<file path="src/hw/dvr_pkg.sv">
/*
  Package for the dynamic voltage reference register bank: register offsets,
  field positions, reset values and the carrier types of the register port.
  Assumes the serial bus slave outside decodes sub-addresses and data bytes.
*/
package dvr_pkg;

  localparam int NUM_REG = 4; // 0 buck1, 1 buck2, 2 buck3, 3 ldo2

  typedef logic [7:0] dvr_byte_t;

  // Register offsets on the serial bus
  localparam dvr_byte_t ADDR_FAULT = 8'h02;
  localparam dvr_byte_t ADDR_OUTGOOD = 8'h13;
  localparam dvr_byte_t ADDR_VCCTRL = 8'h20;
  localparam dvr_byte_t ADDR_IRQCLR = 8'h21;
  localparam dvr_byte_t ADDR_RAMP = 8'h25;
  localparam dvr_byte_t ADDR_FIRST [NUM_REG] = '{8'h23, 8'h26, 8'h29, 8'h32};
  localparam dvr_byte_t ADDR_SECOND [NUM_REG] = '{8'h24, 8'h27, 8'h2A, 8'h33};

  // Reset values
  localparam dvr_byte_t RST_TARGET = 8'h19;
  localparam dvr_byte_t RST_RAMP = 8'hFF;
  localparam dvr_byte_t RST_VCCTRL = 8'h00;
  localparam dvr_byte_t RST_RDATA = 8'h00;

  // Field positions
  localparam int CODE_MSB = 4;
  localparam int PG_MASK_BIT = 5;
  localparam int FREQ_BIT = 5;
  localparam int EDGE_MSB = 7;
  localparam int EDGE_LSB = 6;
  localparam int CODE_W = 5;
  localparam int RATE_W = 2;

  // One access from the serial bus slave
  typedef struct packed {
    logic addr_ack; // Sub-address acknowledged, one-cycle pulse
    logic wr;       // Data byte written, one-cycle pulse
    logic rd;       // Data byte requested, one-cycle pulse
    dvr_byte_t addr;
    dvr_byte_t wdata;
  } dvr_bus_req_t;

  // Drive to one reference DAC
  typedef struct packed {
    logic [CODE_W-1:0] code;
    logic [RATE_W-1:0] rate;
    logic start;
  } dvr_dac_t;

endpackage

</file>
<file path="src/hw/dvr_regs.sv">
/*
  Command and status register bank for four slewing reference DACs
  (step-down regulators 1 to 3 and LDO2), the interrupt pin and power-good.
  Assumes an outside serial bus slave presents decoded accesses as one-cycle
  pulses on core_clk_in, and that each DAC reports slew completion as a pulse.
*/
`timescale 1ns/1ps

// Function
// Each regulator has a select bit and a trigger bit in voltage_change_ctrl.
// Select bit picks which stored 5-bit target drives the DAC input.
// Setting a trigger bit starts a slew toward the selected target.
// Trigger bit returns to zero by itself when the slew finishes.
// Any access to interrupt_clear_reg releases the interrupt pin high.
// The interrupt clears when the clear register sub-address is acknowledged.
// Data written to interrupt_clear_reg is discarded, nothing else changes.
// Eight target registers keep 5-bit codes in bits 4 to 0.
// Select high plus trigger write uses second code; select low uses first.
// Standby input high forces the second code regardless of select bits.
// Host must write trigger bits after changing codes or select bits.
// First-target bit 5 low pulls power-good low while that DAC slews.
// Buck1 first-target bits 7:6 set the common switch edge rate.
// Second-target bit 5 picks 2.25MHz when low, 1.125MHz when high.
// Ramp-rate register sets each DAC slew rate independently.
// Reading voltage_change_ctrl shows trigger bits high while slewing.
module dvr_regs (
  input wire logic core_clk_in,
  input wire logic sys_rst_in,
  input wire dvr_pkg::dvr_bus_req_t bus_req_in,
  input wire logic standby_select_in,
  input wire logic [dvr_pkg::NUM_REG-1:0] slew_done_in,
  input wire logic irq_event_in,
  input wire logic pg_raw_in,
  input wire logic [7:0] fault_status_in,
  input wire logic [7:0] output_good_in,
  output logic [7:0] bus_rdata_out,
  output logic irq_n_out,
  output logic power_good_out,
  output dvr_pkg::dvr_dac_t [dvr_pkg::NUM_REG-1:0] dac_out,
  output logic [1:0] edge_rate_out,
  output logic [dvr_pkg::NUM_REG-2:0] freq_sel_out
);

  localparam int N = dvr_pkg::NUM_REG;

  logic [7:0] first_q [N];
  logic [7:0] first_d [N];
  logic [7:0] second_q [N];
  logic [7:0] second_d [N];
  logic [4:0] code_q [N];
  logic [4:0] code_d [N];
  logic [N-1:0] sel_q, sel_d;
  logic [N-1:0] go_q, go_d;
  logic [N-1:0] start_q, start_d;
  logic [N-1:0] go_wr;
  logic [7:0] ramp_q, ramp_d;
  logic [7:0] rdata_q, rdata_d;
  logic irq_n_q, irq_n_d;
  logic pg_q, pg_d;
  logic wr_vcc;
  logic clr_hit;

  // Access decode; a write to the clear register matches no store.
  // The clear keys on the sub-address acknowledge, not on the data byte,
  // so the pin is already released before any data arrives.
  assign wr_vcc = bus_req_in.wr && (bus_req_in.addr == dvr_pkg::ADDR_VCCTRL);
  assign clr_hit = bus_req_in.addr_ack &&
                   (bus_req_in.addr == dvr_pkg::ADDR_IRQCLR);

  // Next values of targets, select and trigger bits, DAC codes
  // Standby takes priority over a trigger write, so a host cannot pull a
  // regulator off its second code while the pin holds it there.
  always_comb begin
    for (int i = 0; i < N; i++) begin
      first_d[i] = first_q[i];
      second_d[i] = second_q[i];
      if (bus_req_in.wr && bus_req_in.addr == dvr_pkg::ADDR_FIRST[i]) begin
        first_d[i] = bus_req_in.wdata;
      end
      if (bus_req_in.wr && bus_req_in.addr == dvr_pkg::ADDR_SECOND[i]) begin
        second_d[i] = bus_req_in.wdata;
      end
      sel_d[i] = wr_vcc ? bus_req_in.wdata[2*i+1] : sel_q[i];
      go_wr[i] = wr_vcc && bus_req_in.wdata[2*i];
      // Set wins: a new trigger in the completing cycle is not lost
      go_d[i] = go_wr[i] || (go_q[i] && !slew_done_in[i]);
      start_d[i] = go_wr[i];
      code_d[i] = code_q[i];
      if (standby_select_in) begin
        code_d[i] = second_q[i][dvr_pkg::CODE_MSB:0];
      end else if (go_wr[i]) begin
        // Outside standby, new targets only reach the DAC through a trigger write
        code_d[i] = bus_req_in.wdata[2*i+1] ?
                    second_q[i][dvr_pkg::CODE_MSB:0] :
                    first_q[i][dvr_pkg::CODE_MSB:0];
      end
    end
  end

  // Ramp rate, interrupt pin and power-good next values
  // Power-good uses the registered trigger bits: it drops one cycle after
  // the trigger bit rises, a small lag traded for a short decode path.
  always_comb begin
    ramp_d = ramp_q;
    if (bus_req_in.wr && bus_req_in.addr == dvr_pkg::ADDR_RAMP) begin
      ramp_d = bus_req_in.wdata;
    end
    // A fresh event wins over a clear in the same cycle
    irq_n_d = irq_n_q;
    if (irq_event_in) begin
      irq_n_d = 1'b0;
    end else if (clr_hit) begin
      irq_n_d = 1'b1;
    end
    pg_d = pg_raw_in;
    for (int i = 0; i < N; i++) begin
      if (go_q[i] && !first_q[i][dvr_pkg::PG_MASK_BIT]) begin
        pg_d = 1'b0;
      end
    end
  end

  // Read data; unmapped addresses read zero
  // The byte is registered and held until the next read, so the slave may
  // shift it out over several bit times without it moving underneath.
  always_comb begin
    rdata_d = rdata_q;
    if (bus_req_in.rd) begin
      rdata_d = 8'h00;
      case (bus_req_in.addr)
        dvr_pkg::ADDR_FAULT: rdata_d = fault_status_in;
        dvr_pkg::ADDR_OUTGOOD: rdata_d = output_good_in;
        dvr_pkg::ADDR_RAMP: rdata_d = ramp_q;
        dvr_pkg::ADDR_VCCTRL: begin
          for (int i = 0; i < N; i++) begin
            rdata_d[2*i+1] = sel_q[i];
            rdata_d[2*i] = go_q[i];
          end
        end
        default: begin
          for (int i = 0; i < N; i++) begin
            if (bus_req_in.addr == dvr_pkg::ADDR_FIRST[i]) begin
              rdata_d = first_q[i];
            end
            if (bus_req_in.addr == dvr_pkg::ADDR_SECOND[i]) begin
              rdata_d = second_q[i];
            end
          end
        end
      endcase
    end
  end

  // Register stage for all state
  // Reset is synchronous; trigger bits come up clear, so no slew starts
  // until the host writes the control register.
  always_ff @(posedge core_clk_in) begin
    if (sys_rst_in) begin
      for (int i = 0; i < N; i++) begin
        first_q[i] <= dvr_pkg::RST_TARGET;
        second_q[i] <= dvr_pkg::RST_TARGET;
        code_q[i] <= dvr_pkg::RST_TARGET[dvr_pkg::CODE_MSB:0];
      end
      sel_q <= dvr_pkg::RST_VCCTRL[N-1:0];
      go_q <= dvr_pkg::RST_VCCTRL[N-1:0];
      start_q <= dvr_pkg::RST_VCCTRL[N-1:0];
      ramp_q <= dvr_pkg::RST_RAMP;
      rdata_q <= dvr_pkg::RST_RDATA;
      irq_n_q <= 1'b1;
      pg_q <= 1'b0;
    end else begin
      for (int i = 0; i < N; i++) begin
        first_q[i] <= first_d[i];
        second_q[i] <= second_d[i];
        code_q[i] <= code_d[i];
      end
      sel_q <= sel_d;
      go_q <= go_d;
      start_q <= start_d;
      ramp_q <= ramp_d;
      rdata_q <= rdata_d;
      irq_n_q <= irq_n_d;
      pg_q <= pg_d;
    end
  end

  // Outputs taken straight from flops
  genvar g;
  generate
    for (g = 0; g < N; g++) begin : g_dac
      // One concatenation per DAC keeps a single driver on each element
      assign dac_out[g] = {code_q[g], ramp_q[2*g+1:2*g],
                           start_q[g]};
    end
    for (g = 0; g < N - 1; g++) begin : g_freq
      assign freq_sel_out[g] = second_q[g][dvr_pkg::FREQ_BIT];
    end
  endgenerate
  assign edge_rate_out =
    first_q[0][dvr_pkg::EDGE_MSB:dvr_pkg::EDGE_LSB];
  assign bus_rdata_out = rdata_q;
  assign irq_n_out = irq_n_q;
  assign power_good_out = pg_q;
endmodule // dvr_regs

</file>
<file path="config.mk">
export PLATFORM = sky130hd
export DESIGN_NAME = dvr_regs
export DESIGN_NICKNAME = d
export VERILOG_FILES = /design/src/hw/dvr_pkg.sv /design/src/hw/dvr_regs.sv
export SDC_FILE = /design/constraint.sdc
export NUM_CORES = 1
export LEC_CHECK = 0
export BUFFER_PORTS_ARGS = -buffer_cell sky130_fd_sc_hd__buf_2
export CORE_MARGIN = 10
export CORE_UTILIZATION = 55
export CTS_BUF_LIST = sky130_fd_sc_hd__clkbuf_16
export CTS_CLUSTER_SIZE = 40
export DETAILED_ROUTE_END_ITERATION = 12
export GPL_TIMING_DRIVEN = 0
export PLACE_DENSITY = 0.85
export RECOVER_POWER = 25
export SYNTH_ARGS = -nofsm -noshare
export SYNTH_HDL_FRONTEND = slang
export SYNTH_SLANG_ARGS = --single-unit
</file>
<file path="constraint.sdc">
create_clock -name core_clk_in -period 2.52 [get_ports core_clk_in]
set_input_delay 0 -clock core_clk_in [delete_from_list [all_inputs] [get_ports core_clk_in]]
set_output_delay 0 -clock core_clk_in [all_outputs]
set_load 0.005 [all_outputs]
</file>
==> results of run 1 <==
## cell usage in the layout, fill, tap and decap left out, drive strengths merged, types with 15 or more instances in the layout
master / Yosys / final
dlygate4sd3: 0 / 17
clkbuf: 25 / 77
nor2: 102 / 102
nor2b: 33 / 33
a21oi: 31 / 31
nand2: 31 / 31
o21ai: 28 / 28
nand3: 24 / 24
a211o: 38 / 38
buf: 30 / 84
dfxtp: 114 / 114
mux2i: 36 / 36
a311oi: 15 / 15
## per-layer routing
metal  GRT usage (%)  share of wire (%)  up-vias
met5               0                  0        -
met4            13.7                5.2        0
met3            7.45                 10       97
met2            42.6                 47      379
met1            30.1                 38     2706
li1                -                  -     2598
## flip-flops by register name, indices dropped and copies added, names as in the netlist
| signal | flops |
|---|---|
| irq_n_out | 1 |
| first_q | 32 |
| second_q | 32 |
| bus_rdata_out | 8 |
| ramp_q | 8 |
| start_q | 4 |
| code_q | 20 |
| go_q | 4 |
| power_good_out | 1 |
| sel_q | 4 |
## area by class of cell
type                    instances  area (sq um)
plain buffers                  55           279
clock buffers                  17           425
clock inverters                15           169
fillers                       791          2920
inverters                       9          33.8
multi-input cells             468          2970
flip-flops and latches        114          2280
well taps                     133           166
repair buffers                106           569
## cell families (layout without fill, tap and decap cells)
logic type | count (synthesis) | count (layout) | share of synthesized area (%)
compound gates | 183 | 183 | 23.7
flops | 114 | 114 | 41.0
buf+inv | 64 | 202 | 5.62
simple gates | 248 | 248 | 23.0
mux | 36 | 36 | 6.47
xor+xnor | 1 | 1 | 0.157
## worst max-delay path, stage by stage
cell and delay [ps]:
sky130_fd_sc_hd__buf_2 140, sky130_fd_sc_hd__nor2_1 570, sky130_fd_sc_hd__and4_1 270, sky130_fd_sc_hd__buf_2 260, sky130_fd_sc_hd__buf_6 210, sky130_fd_sc_hd__nor2b_1 320, sky130_fd_sc_hd__and2_1 170, sky130_fd_sc_hd__dlygate4sd3_1 540
## how the worst min path moves through the flow
stage	startpoint	end	slack [ps]	cells past startpoint
after detailed placement	irq_event_in	irq_n_out$_SDFFE_PP1P_	200	2
after CTS	bus_req_in[0]	start_q[0]$_SDFF_PP0_	0.4	2
after global routing	bus_req_in[0]	start_q[0]$_SDFF_PP0_	7	2
final	bus_req_in[7]	ramp_q[7]$_SDFFE_PP1P_	8	3
after floorplan	irq_event_in	irq_n_out$_SDFFE_PP1P_	100	1
after global placement	irq_event_in	irq_n_out$_SDFFE_PP1P_	190	2
## through the flow
stage | hold WS [ps] | setup WS, ps | utilization (%) | instance area [sq um] | power (mW)
floorplan | 103 | 924 | - | 5570 | 2.06
global placement | 191 | 563 | 62.9 | 6180 | 2.21
detailed placement | 196 | 504 | 62.9 | 6180 | 2.21
CTS | 0.358 | 474 | 70.7 | 6940 | 4.60
global route | 6.51 | 329 | 70.2 | 6900 | 4.73
finish | 8.20 | 394 | 70.2 | 6900 | 4.63
## synthesized netlist by cell type, types with 2 or more instances
master	n
sky130_fd_sc_hd__and3_1	12
sky130_fd_sc_hd__nand4_1	11
sky130_fd_sc_hd__o211ai_1	14
sky130_fd_sc_hd__a21o_2	4
sky130_fd_sc_hd__nor3b_1	7
sky130_fd_sc_hd__buf_6	3
sky130_fd_sc_hd__o21ai_0	28
sky130_fd_sc_hd__a311oi_1	15
sky130_fd_sc_hd__nand2b_1	3
sky130_fd_sc_hd__a22o_1	3
sky130_fd_sc_hd__nor2_1	102
sky130_fd_sc_hd__dfxtp_1	114
sky130_fd_sc_hd__nand3_1	24
sky130_fd_sc_hd__buf_2	21
sky130_fd_sc_hd__mux2i_1	36
sky130_fd_sc_hd__o21a_1	6
sky130_fd_sc_hd__a211o_1	38
sky130_fd_sc_hd__nor2b_1	33
sky130_fd_sc_hd__and3_2	2
sky130_fd_sc_hd__buf_4	6
sky130_fd_sc_hd__a222oi_1	2
sky130_fd_sc_hd__a211oi_1	12
sky130_fd_sc_hd__o21bai_1	14
sky130_fd_sc_hd__and2_1	5
sky130_fd_sc_hd__a21oi_1	31
sky130_fd_sc_hd__inv_1	8
sky130_fd_sc_hd__a22oi_1	7
sky130_fd_sc_hd__and4_1	7
sky130_fd_sc_hd__nand2_1	31
sky130_fd_sc_hd__clkbuf_1	24
sky130_fd_sc_hd__nor3b_2	2
## repair_timing
| item | CTS | global route |
|---|---|---|
| hold endpoints to repair | 19 | 0 |
| setup endpoints to repair | 0 | 0 |
| hold buffers | 17 | 0 |
## power by group
group          internal (mW)  total, mW  switching (mW)
registers               1.83       1.84          0.0126
clock network           1.54       2.43           0.885
logic                  0.126      0.364           0.238
total                   3.49       4.63            1.14
==> impl_summary.log, run 1 <==
[metrics] run status: finished with violations
[metrics] violated checks: DRC
[metrics] floorplan row count: 36
[metrics] number of design-rule violations left by the first detailed-router iteration: 745
[metrics] Die Span X: 121 um
[metrics] setup slack, reg-to-reg: 750 ps
[metrics] async set-or-reset flop fraction in the synthesized netlist: 0%
[metrics] cell count after placement: 868
[metrics] number of setup violations in the final report: 0
[metrics] post-detailed-route DRC marker count: 1
[metrics] Req. time, crit path: 2880 ps
[metrics] post-route minimum period: 2130 ps
[metrics] number of clock buffers inserted by TritonCTS: 17
[metrics] kind of path behind the tightest hold check: primary input to register
[metrics] drt wl/cell: 21.1 um
[metrics] top cell type's share of synthesized area: 41.0%
[metrics] clock latency reported for the late side of the worst-skew pair: 420 ps
[metrics] detailed-routing iteration count for the pre-antenna-repair pass: 10
[metrics] Max Cap Violations: 0
[metrics] top post-synthesis cells by area: sky130_fd_sc_hd__dfxtp_1, sky130_fd_sc_hd__nor2_1, sky130_fd_sc_hd__mux2i_1
[metrics] end point of the critical path: start_q[2]$_SDFF_PP0_
[metrics] number of instances in the synthesized netlist: 646
[metrics] CTS tree: yes
[metrics] library cell used as clock root buffer: sky130_fd_sc_hd__clkbuf_16
[metrics] Net Count, Synth: 690
[metrics] non-filler cells in the finished layout: 917
[metrics] maximum resistive drop on vdd: 0.375 mV
[metrics] Total Nets Final: 815
[metrics] clock skew: 7.99 ps
[metrics] arrival time worst endpoint: 2480 ps
[metrics] first-pass GRT wire length: 30.0 mm
[metrics] total grt overflow: 0
[metrics] post-route clock period utilization: 84.4%
[metrics] P_leak: 2.72 nW
[metrics] Max FO, Critical Path: 10
[metrics] clock tree buffer depth: 2
[metrics] worst reg-to-reg path cell count: 5
[metrics] Critical Path Start Type: primary input
[metrics] kind of end point of the critical path: register
[metrics] Post-Syn Area: 0.00557 sq mm
[metrics] CP startpoint: bus_req_in[9]
[metrics] unrepaired setup endpoints after global routing: no
[metrics] routability congestion estimate from global placement: 0.988
[metrics] routed via count divided by cell count: 6.30
[metrics] number of nets with antenna violations after routing: 0
[metrics] slew at the pin closest to its max-slew limit: 841 ps
[metrics] number of antenna violations at the first check in global routing: 0
[metrics] critical path class: primary input to register
[metrics] flip-flop cell with the highest count after synthesis: sky130_fd_sc_hd__dfxtp_1
[metrics] number of synthesized register bits: 114
[metrics] Crit Reg-Reg Startpoint: first_q[0][7]$_SDFFE_PP0P_
[metrics] H-tree levels: 4
[metrics] via count of the routed design: 5780
[metrics] number of synthesis warnings: 0
[metrics] ratio of cells with drive above 1 in the final layout: 16.3%
[metrics] number of synthesized flops with an enable pin: 0
[metrics] synthesis-to-layout area growth: 23.9%
[metrics] clk sinks: 114
[metrics] clock slew seen by the registers of the worst setup and hold paths: 60 ps
[metrics] die outline height: 121 um
[metrics] count of antenna diodes in the layout: 0
[metrics] most area-hungry cell type in the Yosys netlist: sky130_fd_sc_hd__dfxtp_1
[metrics] final HPWL from detailed placement: 13.8 mm
[metrics] Post-CTS Setup Repair Bufs: 0
[metrics] placeable core region: 0.00982 sq mm
[metrics] global routing usage summed across all routing layers: 25.9%
[metrics] count of endpoints failing hold in the final timing report: 0
[metrics] I/O pins: 91
[metrics] Routed WL: 19.4 mm
[metrics] via count of the first global-routing pass: 5672
[metrics] total of buffers placed on input and output ports: 89
[metrics] setup TNS: 0 ps
[metrics] pin count of the biggest net entering global routing: 17
[metrics] r2r endpoint: bus_rdata_out[7]$_SDFFE_PP0P_
[metrics] starting density of the core: 56.7%
[metrics] Fmax achieved: 470 MHz
[metrics] synthesized area per cell: 8.62 sq um
[metrics] Relative slew margins: 43.7%
[metrics] die area: 0.0145 sq mm
[metrics] total power per unit cell area: 672 mW/mm^2
[metrics] Final Max Slew Viols: 0
[metrics] cells resized by post-CTS repair: 0
[metrics] count of distinct cell types in the synthesized netlist: 52
[metrics] sequential area share after synthesis: 41.0%
No activity file was read; power rests on OpenSTA's default activity.
==> run 2, diff against run 1 <==
--- a/config.mk
+++ b/config.mk
@@ -5,6 +5,7 @@
 export SDC_FILE = /design/constraint.sdc
 export NUM_CORES = 1
 export LEC_CHECK = 0
+export ABC_AREA = 1
 export BUFFER_PORTS_ARGS = -buffer_cell sky130_fd_sc_hd__buf_2
 export CORE_MARGIN = 10
 export CORE_UTILIZATION = 55
==> constraint.sdc (replaced) <==
create_clock -name core_clk_in -period 2.2 [get_ports core_clk_in]
set_input_delay 0 -clock core_clk_in [delete_from_list [all_inputs] [get_ports core_clk_in]]
set_output_delay 0 -clock core_clk_in [all_outputs]
set_load 0.005 [all_outputs]
==> impl_summary.log, run 2 <==
[metrics] most common cell after layout, fill and taps aside: sky130_fd_sc_hd__nand2_1 (was sky130_fd_sc_hd__dfxtp_1)
[metrics] Net Count, Synth: 804 (was 690)
[metrics] clock tree buffer depth: 2 (unchanged)
[metrics] Post-DP Area: 0.00602 sq mm (was 0.00618 sq mm)
[metrics] critical path class: primary input to register (unchanged)
[metrics] die outline height: 119 um (was 121 um)
[metrics] non-filler cells in the finished layout: 1025 (was 917)
[metrics] P_leak: 3.16 nW (was 2.72 nW)
[metrics] clock skew: 6.34 ps (was 7.99 ps)
[metrics] clock latency reported for the late side of the worst-skew pair: 420 ps (about the same)
[metrics] post-route clock period utilization: 92.3%
[metrics] number of clock buffers inserted by TritonCTS: 17 (unchanged)
[metrics] global routing usage summed across all routing layers: 24.5% (was 25.9%)
[metrics] total of buffers placed on input and output ports: 86 (was 89)
[metrics] Fmax achieved: 493 MHz
[metrics] Post-CTS Setup Repair Bufs: 0 (unchanged)
[metrics] top cell type's share of synthesized area: 42.1% (was 41.0%)
[metrics] kind of end point of the critical path: register (unchanged)
[metrics] Post-Syn Area: 0.00542 sq mm (was 0.00557 sq mm)
[metrics] library cell used as clock root buffer: sky130_fd_sc_hd__clkbuf_16 (unchanged)
[metrics] I/O pins: 91 (unchanged)
[metrics] synthesized area per cell: 7.13 sq um (was 8.62 sq um)
[metrics] drt wl/cell: 17.2 um (was 21.1 um)
[metrics] cells resized by post-CTS repair: 0 (unchanged)
[metrics] die area: 0.0142 sq mm (was 0.0145 sq mm)
[metrics] critical-path cell list: dlygate4sd3_1 > buf_2 > clkbuf_1 > clkbuf_1 > a21oi_1 > dlygate4sd3_1 (was buf_2 > nor2_1 > and4_1 > buf_2 > buf_6 > nor2b_1 > and2_1 > dlygate4sd3_1)
[metrics] Die Span X: 119 um (was 121 um)
[metrics] Non-Filler Cell Area, Final: 0.00667 sq mm (was 0.00690 sq mm)
[metrics] unrepaired setup endpoints after global routing: no (unchanged)
[metrics] H-tree levels: 4 (unchanged)
[metrics] count of endpoints failing hold in the final timing report: 0 (unchanged)
[metrics] count of distinct cell types in the synthesized netlist: 32 (was 52)
[metrics] most used cells in the layout excluding fill and tap cells: sky130_fd_sc_hd__nand2_1, sky130_fd_sc_hd__dfxtp_1, sky130_fd_sc_hd__nand3_1 (was sky130_fd_sc_hd__dfxtp_1, sky130_fd_sc_hd__nor2_1, sky130_fd_sc_hd__buf_2)
[metrics] count of antenna diodes in the layout: 0 (unchanged)
[metrics] top post-synthesis cells by count: sky130_fd_sc_hd__nand2_1, sky130_fd_sc_hd__dfxtp_1, sky130_fd_sc_hd__nand3_1, sky130_fd_sc_hd__nor2_1, sky130_fd_sc_hd__inv_1 (was sky130_fd_sc_hd__dfxtp_1, sky130_fd_sc_hd__nor2_1, sky130_fd_sc_hd__a211o_1, sky130_fd_sc_hd__mux2i_1, sky130_fd_sc_hd__nor2b_1)
[metrics] Critical-path top delay cell: sky130_fd_sc_hd__dlygate4sd3_1 (was sky130_fd_sc_hd__nor2_1)
[metrics] slew at the pin closest to its max-slew limit: 789 ps (was 841 ps)
[metrics] kind of path behind the tightest hold check: primary input to register (unchanged)
[metrics] placeable core region: 0.00968 sq mm (was 0.00982 sq mm)
[metrics] most area-hungry cell type in the Yosys netlist: sky130_fd_sc_hd__dfxtp_1 (unchanged)
[metrics] starting density of the core: 56.0% (was 56.7%)
[metrics] largest registers: first_q: 32 flops, second_q: 32 flops, code_q: 20 flops (unchanged)
[metrics] Relative slew margins: 47.4% (was 43.7%)
[metrics] routability congestion estimate from global placement: 0.930 (was 0.988)
[metrics] total power per unit cell area: 762 mW/mm^2 (was 672 mW/mm^2)
[metrics] via count of the routed design: 5806 (was 5780)
[metrics] number of antenna violations at the first check in global routing: 0 (unchanged)
[metrics] number of synthesized flops with an enable pin: 0 (unchanged)
[metrics] Req. time, crit path: 2500 ps (was 2880 ps)
[metrics] pin count of the biggest net entering global routing: 17 (unchanged)
[metrics] Critical Path Start Type: primary input (unchanged)
[metrics] Total Nets Final: 923 (was 815)
[metrics] final HPWL from detailed placement: 12.2 mm (was 13.8 mm)
[metrics] number of synthesis warnings: 0 (unchanged)
[metrics] slowest cell delay on critical path: 580 ps (was 570 ps)
[metrics] sequential area share after synthesis: 42.1% (was 41.0%)
[metrics] ratio of cells with drive above 1 in the final layout: 15.8% (was 16.3%)
[metrics] setup TNS: 0 ps (unchanged)
[metrics] number of setup violations in the final report: 0 (unchanged)
[metrics] most frequently used cell type in the post-synthesis netlist: sky130_fd_sc_hd__nand2_1 (was sky130_fd_sc_hd__dfxtp_1)
[metrics] detailed-routing iteration count for the pre-antenna-repair pass: 8 (was 10)
[metrics] CTS tree: yes (unchanged)
[metrics] total grt overflow: 0 (unchanged)
[metrics] flip-flop cell with the highest count after synthesis: sky130_fd_sc_hd__dfxtp_1 (unchanged)
[metrics] post-route minimum period: 2030 ps
[metrics] run status: finished, final reports clean (was finished with violations)
[metrics] number of nets with antenna violations after routing: 0 (unchanged)
[metrics] post-detailed-route DRC marker count: 0 (was 1)
[metrics] number of design-rule violations left by the first detailed-router iteration: 679 (was 745)
[metrics] clk sinks: 114 (unchanged)
[metrics] via count of the first global-routing pass: 5543 (was 5672)
[metrics] synthesis-to-layout area growth: 23.0% (was 23.9%)
[metrics] dpl ws: 626 ps (was 504 ps)
[metrics] first-pass GRT wire length: 28.3 mm (was 30.0 mm)
[metrics] crit path setup slack, layout: 170 ps (was 394 ps)
[metrics] arrival time worst endpoint: 2330 ps (was 2480 ps)
[metrics] Max Cap Violations: 0 (unchanged)
[metrics] maximum resistive drop on vdd: 0.542 mV (was 0.375 mV)
[metrics] clock slew seen by the registers of the worst setup and hold paths: 50 ps (was 60 ps)
[metrics] floorplan row count: 36 (unchanged)
[metrics] cell count after placement: 979 (was 868)
[metrics] Max FO, Critical Path: 10 (unchanged)
[metrics] number of synthesized register bits: 114 (unchanged)
[metrics] async set-or-reset flop fraction in the synthesized netlist: 0% (unchanged)
[metrics] Final Max Slew Viols: 0 (unchanged)
[metrics] Routed WL: 17.6 mm (was 19.4 mm)
[metrics] routed via count divided by cell count: 5.66 (was 6.30)
[metrics] top post-synthesis cells by area: sky130_fd_sc_hd__dfxtp_1, sky130_fd_sc_hd__nand2_1, sky130_fd_sc_hd__nand3_1 (was sky130_fd_sc_hd__dfxtp_1, sky130_fd_sc_hd__nor2_1, sky130_fd_sc_hd__mux2i_1)
[metrics] number of instances in the synthesized netlist: 760 (was 646)
run 2: worst paths after layout:
path | startpoint | to | slack (ps) | cells after the start
setup / recovery | sys_rst_in | go_q[0]$_SDFF_PP0_ | 170 | 6
hold / removal | bus_req_in[18] | irq_n_out$_SDFFE_PP1P_ | 5 | 4
setup reg to reg | first_q[3][5]$_SDFFE_PP0P_ | power_good_out$_SDFF_PP0_ | 450 | 3
hold reg to reg | second_q[0][6]$_SDFFE_PP0P_ | second_q[0][6]$_SDFFE_PP0P_ | 450 | 2
run 2: power breakdown:
group	switching, mW	total, mW	internal, mW	leakage [nW]
Clock	0.961	2.59	1.63	0.273
Combinational	0.253	0.374	0.121	1.97
Sequential	0.0164	2.12	2.10	0.926
run 2: cells by family after synthesis:
family          count (synthesis)  synth area share (%)
simple gates                  382                  33.4
compound gates                147                  15.0
buf+inv                       117                  9.51
flops                         114                  42.1
run 2: per-stage QoR:
stage | total power [mW] | hold WS (ps) | utilization, %
after floorplan | 2.35 | 90.2 | -
after global placement | 2.51 | 199 | 62.1
after detailed placement | 2.51 | 219 | 62.1
after CTS | 5.05 | 7.52 | 69.3
after global routing | 5.18 | 38.3 | 68.8
final | 5.08 | 5.49 | 68.8
run 2: metal layers:
metal / wire [um] / GRT usage (%) / up-vias
met1: 6810 / 29.1 / 2592
met4: 804 / 11.5 / 0
li1: - / - / 2726
met2: 7850 / 39.2 / 411
met5: 0 / 0 / -
met3: 2150 / 8.12 / 77
run 2: worst max-delay path, delay by kind of cell:
| kind | cells | cell delay [ps] |
|---|---|---|
| AO/OA/AOI/OAI | 1 | 90 |
| buffers and inverters | 5 | 2240 |
run 2: what timing repair did:
item | 4_1_cts | 5_1_grt
hold buffers | 14 | 0
endpoints found under the setup margin | 0 | 0
hold endpoints to repair | 19 | 0
run 2: final cells by class:
cell class	count	area, sq um
flip-flops and latches	114	2280
plain buffers	37	214
fillers	778	3020
inverters	80	302
repair buffers	100	528
well taps	133	166
clock buffers	17	425
multi-input cells	529	2620
clock inverters	15	126
